<file path="src/design/lsw_pkg.sv">
// Package with timing constants and state encodings for the load switch fault controller
package lsw_pkg;
  localparam int unsigned CLK_FREQ_HZ = 250_000_000;
  localparam int unsigned TICK_PERIOD_NS = 1000;
  localparam int unsigned CLK_PERIOD_NS = 4;
  localparam int unsigned TICK_DIV_CYCLES = TICK_PERIOD_NS / CLK_PERIOD_NS;
  localparam int unsigned BLANK_TIME_MS = 7;
  localparam int unsigned RETRY_TIME_MS = 150;
  localparam int unsigned BLANK_TICKS = BLANK_TIME_MS * 1000;
  localparam int unsigned RETRY_TICKS = RETRY_TIME_MS * 1000;
  localparam int unsigned TICK_CNT_W = 18;
  localparam int unsigned DIV_CNT_W = 8;
  localparam logic [TICK_CNT_W-1:0] TICK_CNT_RST = 18'h00000;
  localparam logic [DIV_CNT_W-1:0] DIV_CNT_RST = 8'h00;
  localparam logic [2:0] SYNC_RST = 3'h0;

  typedef enum logic [4:0] {
    ST_OFF = 5'h01,
    ST_ON = 5'h02,
    ST_LIMIT = 5'h04,
    ST_RETRY = 5'h08,
    ST_LATCHED = 5'h10
  } sw_state_t;
endpackage : lsw_pkg

</file>
<file path="src/design/lsw_tick_if.sv">
// Interface carrying the time base tick between the time base and the controller
`timescale 1ns/1ps
interface lsw_tick_if;
  logic tick;
  modport src (output tick);
  modport dst (input tick);
endinterface : lsw_tick_if

</file>
<file path="src/design/lsw_timebase.sv">
// Free-running time base producing a one-cycle tick every microsecond
`timescale 1ns/1ps
module lsw_timebase (
  input wire logic clk,
  input wire logic rst_n,
  lsw_tick_if.src tb
);
  logic [lsw_pkg::DIV_CNT_W-1:0] div_ff;
  logic tick_ff;
  wire div_wrap = (div_ff == lsw_pkg::DIV_CNT_W'(lsw_pkg::TICK_DIV_CYCLES - 1));

  always_ff @(posedge clk) begin
    if (!rst_n) begin
      div_ff <= lsw_pkg::DIV_CNT_RST;
      tick_ff <= 1'b0;
    end else begin
      div_ff <= div_wrap ? lsw_pkg::DIV_CNT_RST : div_ff + 8'h01;
      tick_ff <= div_wrap;
    end
  end

  assign tb.tick = tick_ff;
endmodule : lsw_timebase

</file>
<file path="src/design/load_switch_fault_controller.sv">
// Fault handling controller for a load switch: limit, shutdown, latch or retry, flags
`timescale 1ns/1ps
// Summary of operation
// Over-current detected: enter current limiting at once, before any shutdown timing.
// Over-current lasting over 7 ms: switch off and pull fault flag low.
// Auto-retry: stay off 150 ms after over-current, then on only if enable high.
// Latching: stay off after over-current until enable toggles or power returns.
// Host holds enable high to activate; low enable keeps switch inactive.
// Fault flag is open drain, driven low while a fault is active.
// Power-good open drain pulled low once output passes 90 % of input while the switch is on.
// Over-temperature turns the switch off at once in both variants.
// Auto-retry: restart 150 ms after temperature is normal; flag low meanwhile.
// Auto-retry: fault flag released 150 ms after over-temperature ends.
// Latching: over-temperature leaves switch off, no retry, flag stays low.
// Blanking and retry intervals counted in ticks of an internal time base.
// Latching or auto-retry chosen by a build-time parameter.
module load_switch_fault_controller #(
  parameter bit AUTO_RETRY = 1'b1,
  parameter int unsigned BLANK_TICKS = lsw_pkg::BLANK_TICKS,
  parameter int unsigned RETRY_TICKS = lsw_pkg::RETRY_TICKS
) (
  // Clock and reset
  input wire logic REF_CLK,
  input wire logic RST_N,
  // Host control
  input wire logic EN,
  // Analog detector inputs
  input wire logic OVER_CURRENT,
  input wire logic OVER_TEMPERATURE,
  input wire logic VOUT_ABOVE_90PCT,
  // Switch drive
  output logic SWITCH_ON,
  output logic CURRENT_LIMIT,
  // Open-drain fault flag
  output logic FAULT_FLAG_N_O,
  output logic FAULT_FLAG_N_OE_N,
  // Open-drain power good
  output logic POWER_GOOD_OUT_O,
  output logic POWER_GOOD_OUT_OE_N
);
  lsw_tick_if tb_if ();

  lsw_timebase u_timebase (
    .clk(REF_CLK),
    .rst_n(RST_N),
    .tb(tb_if.src)
  );

  // Three-stage synchronisers; a change counts when stages two and three agree
  logic [2:0] en_sync_ff, oc_sync_ff, ot_sync_ff, pg_sync_ff;
  logic en_ff, oc_ff, ot_ff, pg_ff;

  always_ff @(posedge REF_CLK) begin
    if (!RST_N) begin
      en_sync_ff <= lsw_pkg::SYNC_RST;
      oc_sync_ff <= lsw_pkg::SYNC_RST;
      ot_sync_ff <= lsw_pkg::SYNC_RST;
      pg_sync_ff <= lsw_pkg::SYNC_RST;
    end else begin
      en_sync_ff <= {en_sync_ff[1:0], EN};
      oc_sync_ff <= {oc_sync_ff[1:0], OVER_CURRENT};
      ot_sync_ff <= {ot_sync_ff[1:0], OVER_TEMPERATURE};
      pg_sync_ff <= {pg_sync_ff[1:0], VOUT_ABOVE_90PCT};
    end
  end

  wire en_agree = en_sync_ff[1] == en_sync_ff[2];
  wire oc_agree = oc_sync_ff[1] == oc_sync_ff[2];
  wire ot_agree = ot_sync_ff[1] == ot_sync_ff[2];
  wire pg_agree = pg_sync_ff[1] == pg_sync_ff[2];

  always_ff @(posedge REF_CLK) begin
    if (!RST_N) begin
      en_ff <= 1'b0;
      oc_ff <= 1'b0;
      ot_ff <= 1'b0;
      pg_ff <= 1'b0;
    end else begin
      if (en_agree) en_ff <= en_sync_ff[2];
      if (oc_agree) oc_ff <= oc_sync_ff[2];
      if (ot_agree) ot_ff <= ot_sync_ff[2];
      if (pg_agree) pg_ff <= pg_sync_ff[2];
    end
  end

  // Controller state
  lsw_pkg::sw_state_t state_ff, nxt_state;
  lsw_pkg::sw_state_t fault_state;
  logic [lsw_pkg::TICK_CNT_W-1:0] cnt_ff, nxt_cnt;
  logic en_prev_ff;
  logic ot_seen_ff, nxt_ot_seen;

  // Edge detector starts low, matching enable after reset, so no false toggle follows
  wire en_fall = en_prev_ff & ~en_ff;
  wire tick = tb_if.tick;
  wire [lsw_pkg::TICK_CNT_W-1:0] cnt_inc = cnt_ff + 18'h00001;
  // Blanking may end up to one tick late; the tick phase is not aligned to the event
  wire blank_done = tick && (cnt_ff >= lsw_pkg::TICK_CNT_W'(BLANK_TICKS));
  wire retry_done = tick && (cnt_ff >= lsw_pkg::TICK_CNT_W'(RETRY_TICKS - 1));
  // Variant fixed at build time; nothing at run time can change it
  assign fault_state = AUTO_RETRY ? lsw_pkg::ST_RETRY : lsw_pkg::ST_LATCHED;

  always_comb begin
    nxt_state = state_ff;
    nxt_cnt = cnt_ff;
    nxt_ot_seen = ot_seen_ff;
    case (state_ff)
      lsw_pkg::ST_OFF: begin
        nxt_cnt = lsw_pkg::TICK_CNT_RST;
        if (en_ff && !ot_ff) nxt_state = lsw_pkg::ST_ON;
      end
      lsw_pkg::ST_ON: begin
        // Counter held cleared so the blanking window starts from zero on entry
        nxt_cnt = lsw_pkg::TICK_CNT_RST;
        if (ot_ff) begin
          nxt_ot_seen = 1'b1;
          nxt_state = fault_state;
        end else if (!en_ff) begin
          nxt_state = lsw_pkg::ST_OFF;
        end else if (oc_ff) begin
          nxt_state = lsw_pkg::ST_LIMIT;
        end
      end
      lsw_pkg::ST_LIMIT: begin
        if (tick) nxt_cnt = cnt_inc;
        if (ot_ff) begin
          nxt_ot_seen = 1'b1;
          nxt_cnt = lsw_pkg::TICK_CNT_RST;
          nxt_state = fault_state;
        end else if (!en_ff) begin
          nxt_state = lsw_pkg::ST_OFF;
        end else if (!oc_ff) begin
          // Window must be continuous: a dropout forgets the time spent limiting
          nxt_state = lsw_pkg::ST_ON;
        end else if (blank_done) begin
          nxt_ot_seen = 1'b0;
          nxt_cnt = lsw_pkg::TICK_CNT_RST;
          nxt_state = fault_state;
        end
      end
      lsw_pkg::ST_RETRY: begin
        // Hold-off restarts while hot, so it counts from the end of the thermal event
        if (ot_ff) begin
          nxt_cnt = lsw_pkg::TICK_CNT_RST;
        end else if (retry_done) begin
          nxt_cnt = lsw_pkg::TICK_CNT_RST;
          nxt_ot_seen = 1'b0;
          // Enable is looked at only here; a low enable lands in off with no fault
          nxt_state = en_ff ? lsw_pkg::ST_ON : lsw_pkg::ST_OFF;
        end else if (tick) begin
          nxt_cnt = cnt_inc;
        end
      end
      lsw_pkg::ST_LATCHED: begin
        nxt_cnt = lsw_pkg::TICK_CNT_RST;
        // Toggle clears only when not still hot; power cycling is the reset
        if (en_fall && !ot_ff) begin
          nxt_ot_seen = 1'b0;
          nxt_state = lsw_pkg::ST_OFF;
        end
      end
      default: begin
        // Codes that are not one-hot fall back to off with the switch open
        nxt_state = lsw_pkg::ST_OFF;
        nxt_cnt = lsw_pkg::TICK_CNT_RST;
        nxt_ot_seen = 1'b0;
      end
    endcase
  end

  // Next-state decode; outputs register from it so they move with the state
  wire nxt_is_on = (nxt_state == lsw_pkg::ST_ON);
  wire nxt_is_limit = (nxt_state == lsw_pkg::ST_LIMIT);
  wire nxt_is_retry = (nxt_state == lsw_pkg::ST_RETRY);
  wire nxt_is_latched = (nxt_state == lsw_pkg::ST_LATCHED);
  wire nxt_sw_on = nxt_is_on || nxt_is_limit;
  wire nxt_limit = nxt_is_limit;
  wire nxt_fault = nxt_is_retry || nxt_is_latched;
  // Power good gated by the switch so a back-fed output cannot report good
  wire nxt_pg = pg_ff && nxt_sw_on;

  always_ff @(posedge REF_CLK) begin
    if (!RST_N) begin
      state_ff <= lsw_pkg::ST_OFF;
      cnt_ff <= lsw_pkg::TICK_CNT_RST;
      en_prev_ff <= 1'b0;
      ot_seen_ff <= 1'b0;
    end else begin
      state_ff <= nxt_state;
      cnt_ff <= nxt_cnt;
      en_prev_ff <= en_ff;
      ot_seen_ff <= nxt_ot_seen;
    end
  end

  // Open-drain data stays low; only the enables move, so a pin never drives high
  always_ff @(posedge REF_CLK) begin
    if (!RST_N) begin
      SWITCH_ON <= 1'b0;
      CURRENT_LIMIT <= 1'b0;
      FAULT_FLAG_N_O <= 1'b0;
      FAULT_FLAG_N_OE_N <= 1'b1;
      POWER_GOOD_OUT_O <= 1'b0;
      POWER_GOOD_OUT_OE_N <= 1'b1;
    end else begin
      SWITCH_ON <= nxt_sw_on;
      CURRENT_LIMIT <= nxt_limit;
      FAULT_FLAG_N_O <= 1'b0;
      FAULT_FLAG_N_OE_N <= ~nxt_fault;
      POWER_GOOD_OUT_O <= 1'b0;
      POWER_GOOD_OUT_OE_N <= ~nxt_pg;
    end
  end
endmodule : load_switch_fault_controller

</file>
<file path="config.mk">
export PLATFORM = sky130hd
export DESIGN_NAME = load_switch_fault_controller
export DESIGN_NICKNAME = d
export VERILOG_FILES = /design/src/design/lsw_pkg.sv /design/src/design/lsw_tick_if.sv /design/src/design/lsw_timebase.sv /design/src/design/load_switch_fault_controller.sv
export SDC_FILE = /design/constraint.sdc
export NUM_CORES = 1
export LEC_CHECK = 0
export ABC_CLOCK_PERIOD_IN_PS = 2500
export BUFFER_PORTS_ARGS = -buffer_cell sky130_fd_sc_hd__clkbuf_2
export CORE_MARGIN = 5
export CORE_UTILIZATION = 40
export CTS_BUF_LIST = sky130_fd_sc_hd__clkbuf_8
export CTS_CLUSTER_DIAMETER = 60
export DETAILED_ROUTE_END_ITERATION = 8
export RECOVER_POWER = 50
export SLEW_MARGIN = 0
export SYNTH_ARGS = -nofsm -noshare
export SYNTH_HDL_FRONTEND = slang
export SYNTH_SLANG_ARGS = --single-unit
</file>
<file path="constraint.sdc">
create_clock -name REF_CLK -period 2.5 [get_ports REF_CLK]
set_input_delay 0.125 -clock REF_CLK [delete_from_list [all_inputs] [get_ports REF_CLK]]
set_output_delay 0.125 -clock REF_CLK [all_outputs]
set_load 0.03 [all_outputs]
</file>
Word level (Yosys, flattened, before mapping)
Cells that the tools add are included.
{ "word_totals": {"input_bits": 6, "reg_bits": 53, "output_inout_bits": 6} }
{ "classes": {"n_mux": 21, "bitwise": 5, "n_eq_ne": 14, "n_addsub": 2, "n_lt_le_gt_ge": 2, "reduce_logical": 9} }
{ "op_table": {"columns": ["operator", "count"], "rows": [
  ["18-bit two-way mux", 7],
  ["5-bit two-way mux", 11],
  ["18-bit one-hot mux with 2 select lines", 1],
  ["5-bit one-hot mux with 5 select lines", 1],
  ["18-bit by 1-bit adder with 18-bit output, second input constant", 1],
  ["18-bit by 13-bit >= comparator with 1-bit output, second input constant", 1],
  ["18-bit >= comparator, second input constant", 1],
  ["5-bit by 2-bit equality test with 1-bit output, second input constant", 2],
  ["5-bit by 3-bit equality test with 1-bit output, second input constant", 2],
  ["5-bit by 4-bit equality test with 1-bit output, second input constant", 2],
  ["5-bit equality test, second input constant", 2],
  ["8-bit by 1-bit adder with 8-bit output, second input constant", 1],
  ["8-bit equality test, second input constant", 1],
  ["5-bit by 1-bit equality test with 1-bit output, second input constant", 1],
  ["1-bit logical AND", 5],
  ["1-bit equality test", 4],
  ["1-bit NOT", 4],
  ["1-bit logical OR", 2],
  ["2-bit two-way mux", 1],
  ["2-bit OR reduction", 1],
  ["1-bit AND", 1],
  ["1-bit zero test", 1]
]} }

Logic depth before layout (Yosys ltp)
{ "depth": {"word_depth": 11, "ltp_mapped": 7, "depth_no_buf": 6} }

By module
From an unflattened synthesis, not the netlist that was laid out.
{ "hier_totals": {"hier_cells": 264, "hier_area_um2": 2351.0} }
{ "by_module_without_submodules": {"columns": ["mod", "cells_per_inst", "n_inst", "area_per_inst_um2", "seq_area_each_um2"], "rows": [
  ["load_switch_fault_controller", 220, 1, 1963.1, 880.8],
  ["lsw_timebase", 44, 1, 387.9, 180.2]
]} }

Least setup slack after synthesis
OpenSTA, ideal clock, no wires.
{ "synth_path": {"kind": "register to register", "from": "register cnt_ff[0] (netlist name)", "to": "register cnt_ff[14] (netlist name)", "arrival_time_ps": 1591, "stages_incl_launch_ff": 7, "path_slack_ps": 770, "setup_time_ps": 138, "cell_sequence": "dfxtp_1 -> ha_1 -> and4_4 -> or4b_4 -> nor3_2 -> xnor2_1 -> nor3_2"} }
{ "synth_via": {"elab_chain_len": 7, "elab_cells_between_ends": 13, "classes_between": "add/sub (1); order compare (2); mux (8); reduce/logical (2)"} }
{ "synth_rtl": {"columns": ["item", "line", "text"], "rows": [
  ["start: declaration", "load_switch_fault_controller.sv:89", "logic [lsw_pkg::TICK_CNT_W-1:0] cnt_ff, nxt_cnt;"],
  ["start signal: assignment", "load_switch_fault_controller.sv:185", "cnt_ff <= lsw_pkg::TICK_CNT_RST;"],
  ["start signal: assignment", "load_switch_fault_controller.sv:190", "cnt_ff <= nxt_cnt;"],
  ["18-bit by 1-bit adder with 18-bit output / 18-bit by 13-bit >= comparator with 1-bit output (equally long branches)", "load_switch_fault_controller.sv:96, load_switch_fault_controller.sv:98", null],
  ["18-bit two-way mux / 1-bit logical AND (equally long branches)", "load_switch_fault_controller.sv:125, load_switch_fault_controller.sv:98", null],
  ["18-bit two-way mux", "load_switch_fault_controller.sv:135", "end else if (blank_done) begin"],
  ["18-bit two-way mux", "load_switch_fault_controller.sv:132", "end else if (!oc_ff) begin"],
  ["18-bit two-way mux", "load_switch_fault_controller.sv:130", "end else if (!en_ff) begin"],
  ["18-bit two-way mux", "load_switch_fault_controller.sv:126", "if (ot_ff) begin"],
  ["18-bit one-hot mux with 2 select lines *", "load_switch_fault_controller.sv:107", "case (state_ff)"]
]} }
Mark *: on every way between the ends. The rest lies on a longest branch, timed or not.
A chain may end at the register's enable or synchronous reset.

Worst setup path after layout
{ "layout_path": {"from": "register cnt_ff[12] (netlist name)", "to": "register cnt_ff[6] (netlist name)"} }
{ "layout_via": {"elab_chain_len": 7, "elab_cells_between_ends": 11, "classes_between": "order compare (2); mux (7); reduce/logical (2)"} }
{ "layout_rtl": {"columns": ["item", "line", "text"], "rows": [
  ["18-bit by 13-bit >= comparator with 1-bit output", "load_switch_fault_controller.sv:98", "wire blank_done = tick && (cnt_ff >= lsw_pkg::TICK_CNT_W'(BLANK_TICKS));"],
  ["1-bit logical AND", "load_switch_fault_controller.sv:98", null],
  ["18-bit two-way mux", "load_switch_fault_controller.sv:135", null],
  ["18-bit two-way mux", "load_switch_fault_controller.sv:132", null],
  ["18-bit two-way mux", "load_switch_fault_controller.sv:130", null],
  ["18-bit two-way mux", "load_switch_fault_controller.sv:126", null],
  ["18-bit one-hot mux with 2 select lines *", "load_switch_fault_controller.sv:107", null]
]} }
Marked as above.

==> flow_metrics.py <==
metrics = {
    "critical_path": {
        "critical_path_peak_fanout": 18,
        "max_stage_delay_cell_worst_path": "dfxtp_1",
        "worstPathRequired_ps": 2690,
        "worst_ep_arrival_time_ps": 2100,
        "timing.critical_path.cells": "nand4b_1 > a2111oi_4 > o2111ai_2 > a22oi_4 > buf_4 > nor3_1",
        "path_class": "reg -> reg",
        "cp_slowest_stage_delay_ps": 450,
        "worstSetupEndpointType": "flip-flop",
        "startpoint_type": "flip-flop",
        "r2r_cells": 6,
    },
    "cts": {
        "worstSkewPairLatency_ps": 310,
        "clock_sinks": 53,
        "cts_tree": "done",
        "number_of_buffers_inserted_by_post_cts_setup_repair": 0,
        "hold_buffers": 0,
        "ctsRootBufferMaster": "clkbuf_8",
        "htree_num_levels": 2,
        "cts.clk_slew.worst_paths_ps": 110,
        "cts_buffers": 5,
        "ctsLongestPathBuffers": 2,
        "post_cts_sizing": 0,
    },
    "floorplan": {
        "chip_width_um": 87.7,
        "fp.coreArea_um2": 5890,
        "floorplan.io_pins": 12,
        "rows": 28,
        "dieArea_um2": 7680,
        "die_h_um": 87.7,
        "floorplan.initialDensity": 0.410,
    },
    "pwr": {
        "switching_share": 0.241,
        "power.switching_w": 0.000343,
        "share_seq_of_total_power": 0.606,
        "power_per_cell_area_nw_per_um2": 544,
        "power.ir.vdd_worst_mv": 0.347,
        "total_leakage_power_nw": 0.861,
        "power_report.internal_total_w": 0.00108,
        "power.combinational.fraction": 0.028,
        "clkPwrFrac": 0.365,
    },
    "synthesis": {
        "synth_cell_type_count": 47,
        "synth_cells": 262,
        "avg_synthesized_cell_area_um2": 9.21,
        "synth_edf_count": 0,
        "proportion_of_synthesized_chip_area_in_sequential_cells": 0.440,
        "post_synth_instance_area_um2": 2410,
        "top_flip_flop_cell_by_instance_count_after_synthesis": "dfxtp_1",
        "synth_warnings": 0,
        "synth_seq_cells": 53,
        "synth_async_sr_flop_share": 0,
    },
    "detailed_routing": {
        "routedWlPerCell_um": 12.4,
        "remaining_antenna_violation_count_after_routing": 0,
        "drt_pass1_iterations": 4,
        "via_count": 1764,
        "drtIter0Drc": 102,
        "vias_per_cell": 5.04,
        "drt_wl_total_um": 4330,
        "drt_drc_violations_left": 0,
    },
    "status": {
        "run_status": "completed",
    },
    "global_route": {
        "number_of_global_route_vias_before_repair": 1665,
        "grt_usage": 0.122,
        "antenna_violations_before_repair": 0,
        "grt_first_pass_wirelength_um": 7640,
        "grt.overflow.total": 0,
        "grt_start_max_net_pins": 20,
    },
    "layout": {
        "area_taken_by_multi_input_logic_gates_um2": 1260,
        "layout.area.seq_um2": 1060,
        "area_overhead_of_the_layout_relative_to_synthesis_pct": 8.51,
        "drive_gt1_frac": 0.127,
        "fillCellCount": 585,
        "insertedDiodeCount": 0,
        "layout.nets": 284,
        "post-route-util": 0.445,
    },
    "timing": {
        "setup_viol_count_final": 0,
        "final.setup.tns_ps": 0,
        "grt_setup_unrepaired": "no",
        "fmaxAchievable_ghz": 0.526,
        "drv_slew": 0,
        "worst_case_hold_slack_ps": 13.7,
        "slew_headroom": 0.561,
        "finalCritPeriodShare": 0.760,
        "report.final.hold_viol_count": 0,
        "fin_worst_skew_ps": 10.4,
        "actual_slew_at_the_worst_max_slew_pin_ps": 658,
        "finalCriticalPeriod_ps": 1900,
    },
    "flow_run": {
        "cap_viol_max_count": 0,
    },
    "placed_design": {
        "detailed_place_hpwl_um": 2980,
        "routabilityCongestion": 0.801,
        "place.port_buffers": 9,
    },
    "min_path": {
        "hold_path_cell_cnt": 2,
        "hp-class": "in -> reg",
    },
}
-- cells by family after synthesis --
group	count (synthesis)	share of synthesized area
compound gates	38	0.115
xor+xnor	22	0.0799
fa+ha+maj	4	0.0207
buf+inv	19	0.0410
flops	53	0.440
mux	2	0.00830
other cells	1	0.00155
simple gates	123	0.294
-- layout by cell type (no fill, tap or decap), drive strengths merged, types with 3 or more instances in the layout --
cell type,synthesis,final
and2,14,14
a31oi,4,4
nor4,4,4
nand3,12,12
a21oi,10,10
dfxtp,53,53
xor2,11,11
nor3,23,23
nand2b,4,4
ha,4,4
or3,3,3
nand4,7,7
xnor2,11,11
inv,8,10
buf,6,3
nor2,21,21
and3,6,6
o21ai,11,11
clkbuf,4,15
nand2,21,21
-- flip-flops by register name, summed over array words and instances (netlist names) --
signal and cells:
CURRENT_LIMIT 1, FAULT_FLAG_N_OE_N 1, POWER_GOOD_OUT_OE_N 1, SWITCH_ON 1, cnt_ff 18, en_ff 1
en_prev_ff 1, en_sync_ff 3, oc_ff 1, oc_sync_ff 3, ot_ff 1, ot_sync_ff 3
pg_ff 1, pg_sync_ff 3, state_ff 5, u_timebase.div_ff 8, u_timebase.tb.tick 1
-- cell type report --
class,count,share of cell area
Clock buffer,5,0.0263
Clock inverter,3,0.0110
Inverter,9,0.0129
Multi-Input combinational cell,191,0.480
Sequential cell,53,0.405
Tap cell,75,0.0359
Timing Repair Buffer,14,0.0287
-- critical path, delay by kind of cell (launching register included) --
family	cells	cell delay, ps
AO/OA/AOI/OAI	3	770
buffers and inverters	1	290
flip-flops	1	450
AND/OR/NAND/NOR	2	260
-- per-layer routing --
layer / routed length (um) / vias to the layer above / GRT usage
li1: - / 940 / -
met1: 2320 / 808 / 0.181
met2: 1870 / 13 / 0.175
met3: 124 / 3 / 0.0292
met4: 16 / 0 / 0.0335
met5: 0 / - / 0
-- cells in the mapped netlist (2+ instances only) --
library cell	instances	area, um2
dfxtp_1	53	1060
nor2_1	21	78.8
nand2_1	20	75.1
and2_1	14	87.6
nand3_1	12	60.1
nor3_1	12	60.1
nor3_2	11	110
o21ai_0	11	55.1
xnor2_1	11	96.3
xor2_1	11	96.3
a21oi_1	10	50.1
inv_1	8	30.0
nand4_1	7	43.8
and3_1	5	31.3
a31oi_1	4	25.0
clkbuf_1	4	15.0
ha_1	4	50.1
nand2b_1	4	25.0
buf_4	3	22.5
nor4_1	3	18.8
or3_1	3	18.8
buf_1	2	7.51
mux2i_1	2	20.0
nand4b_1	2	17.5
nor2b_1	2	12.5
o211ai_1	2	15.0
-- worst paths after layout --
check,startpoint,end,slack [ps]
hold / removal,VOUT_ABOVE_90PCT,pg_sync_ff[0],10
setup / recovery,cnt_ff[12],cnt_ff[6],600
hold reg to reg,en_prev_ff,state_ff[4],430
setup reg to reg,cnt_ff[12],cnt_ff[6],600
-- power groups by stage --
stage,registers [W],logic [W],clock network [W]
floorplan,0.000881,0.0000314,0
global placement,0.000882,0.0000400,0
detailed placement,0.000883,0.0000411,0
CTS,0.000864,0.0000412,0.000543
global route,0.000866,0.0000466,0.000573
finish,0.000863,0.0000404,0.000520
-- metrics by stage --
step	total power [W]	setup WS [ps]	cells	cell area, um2
final	0.00142	600	350	2620
after global routing	0.00149	452	350	2620
after CTS	0.00145	580	349	2620
after detailed placement	0.000924	587	341	2520
after global placement	0.000922	606	341	2520
after floorplan	0.000913	770	263	2420
(Power assumes the default switching activity.)
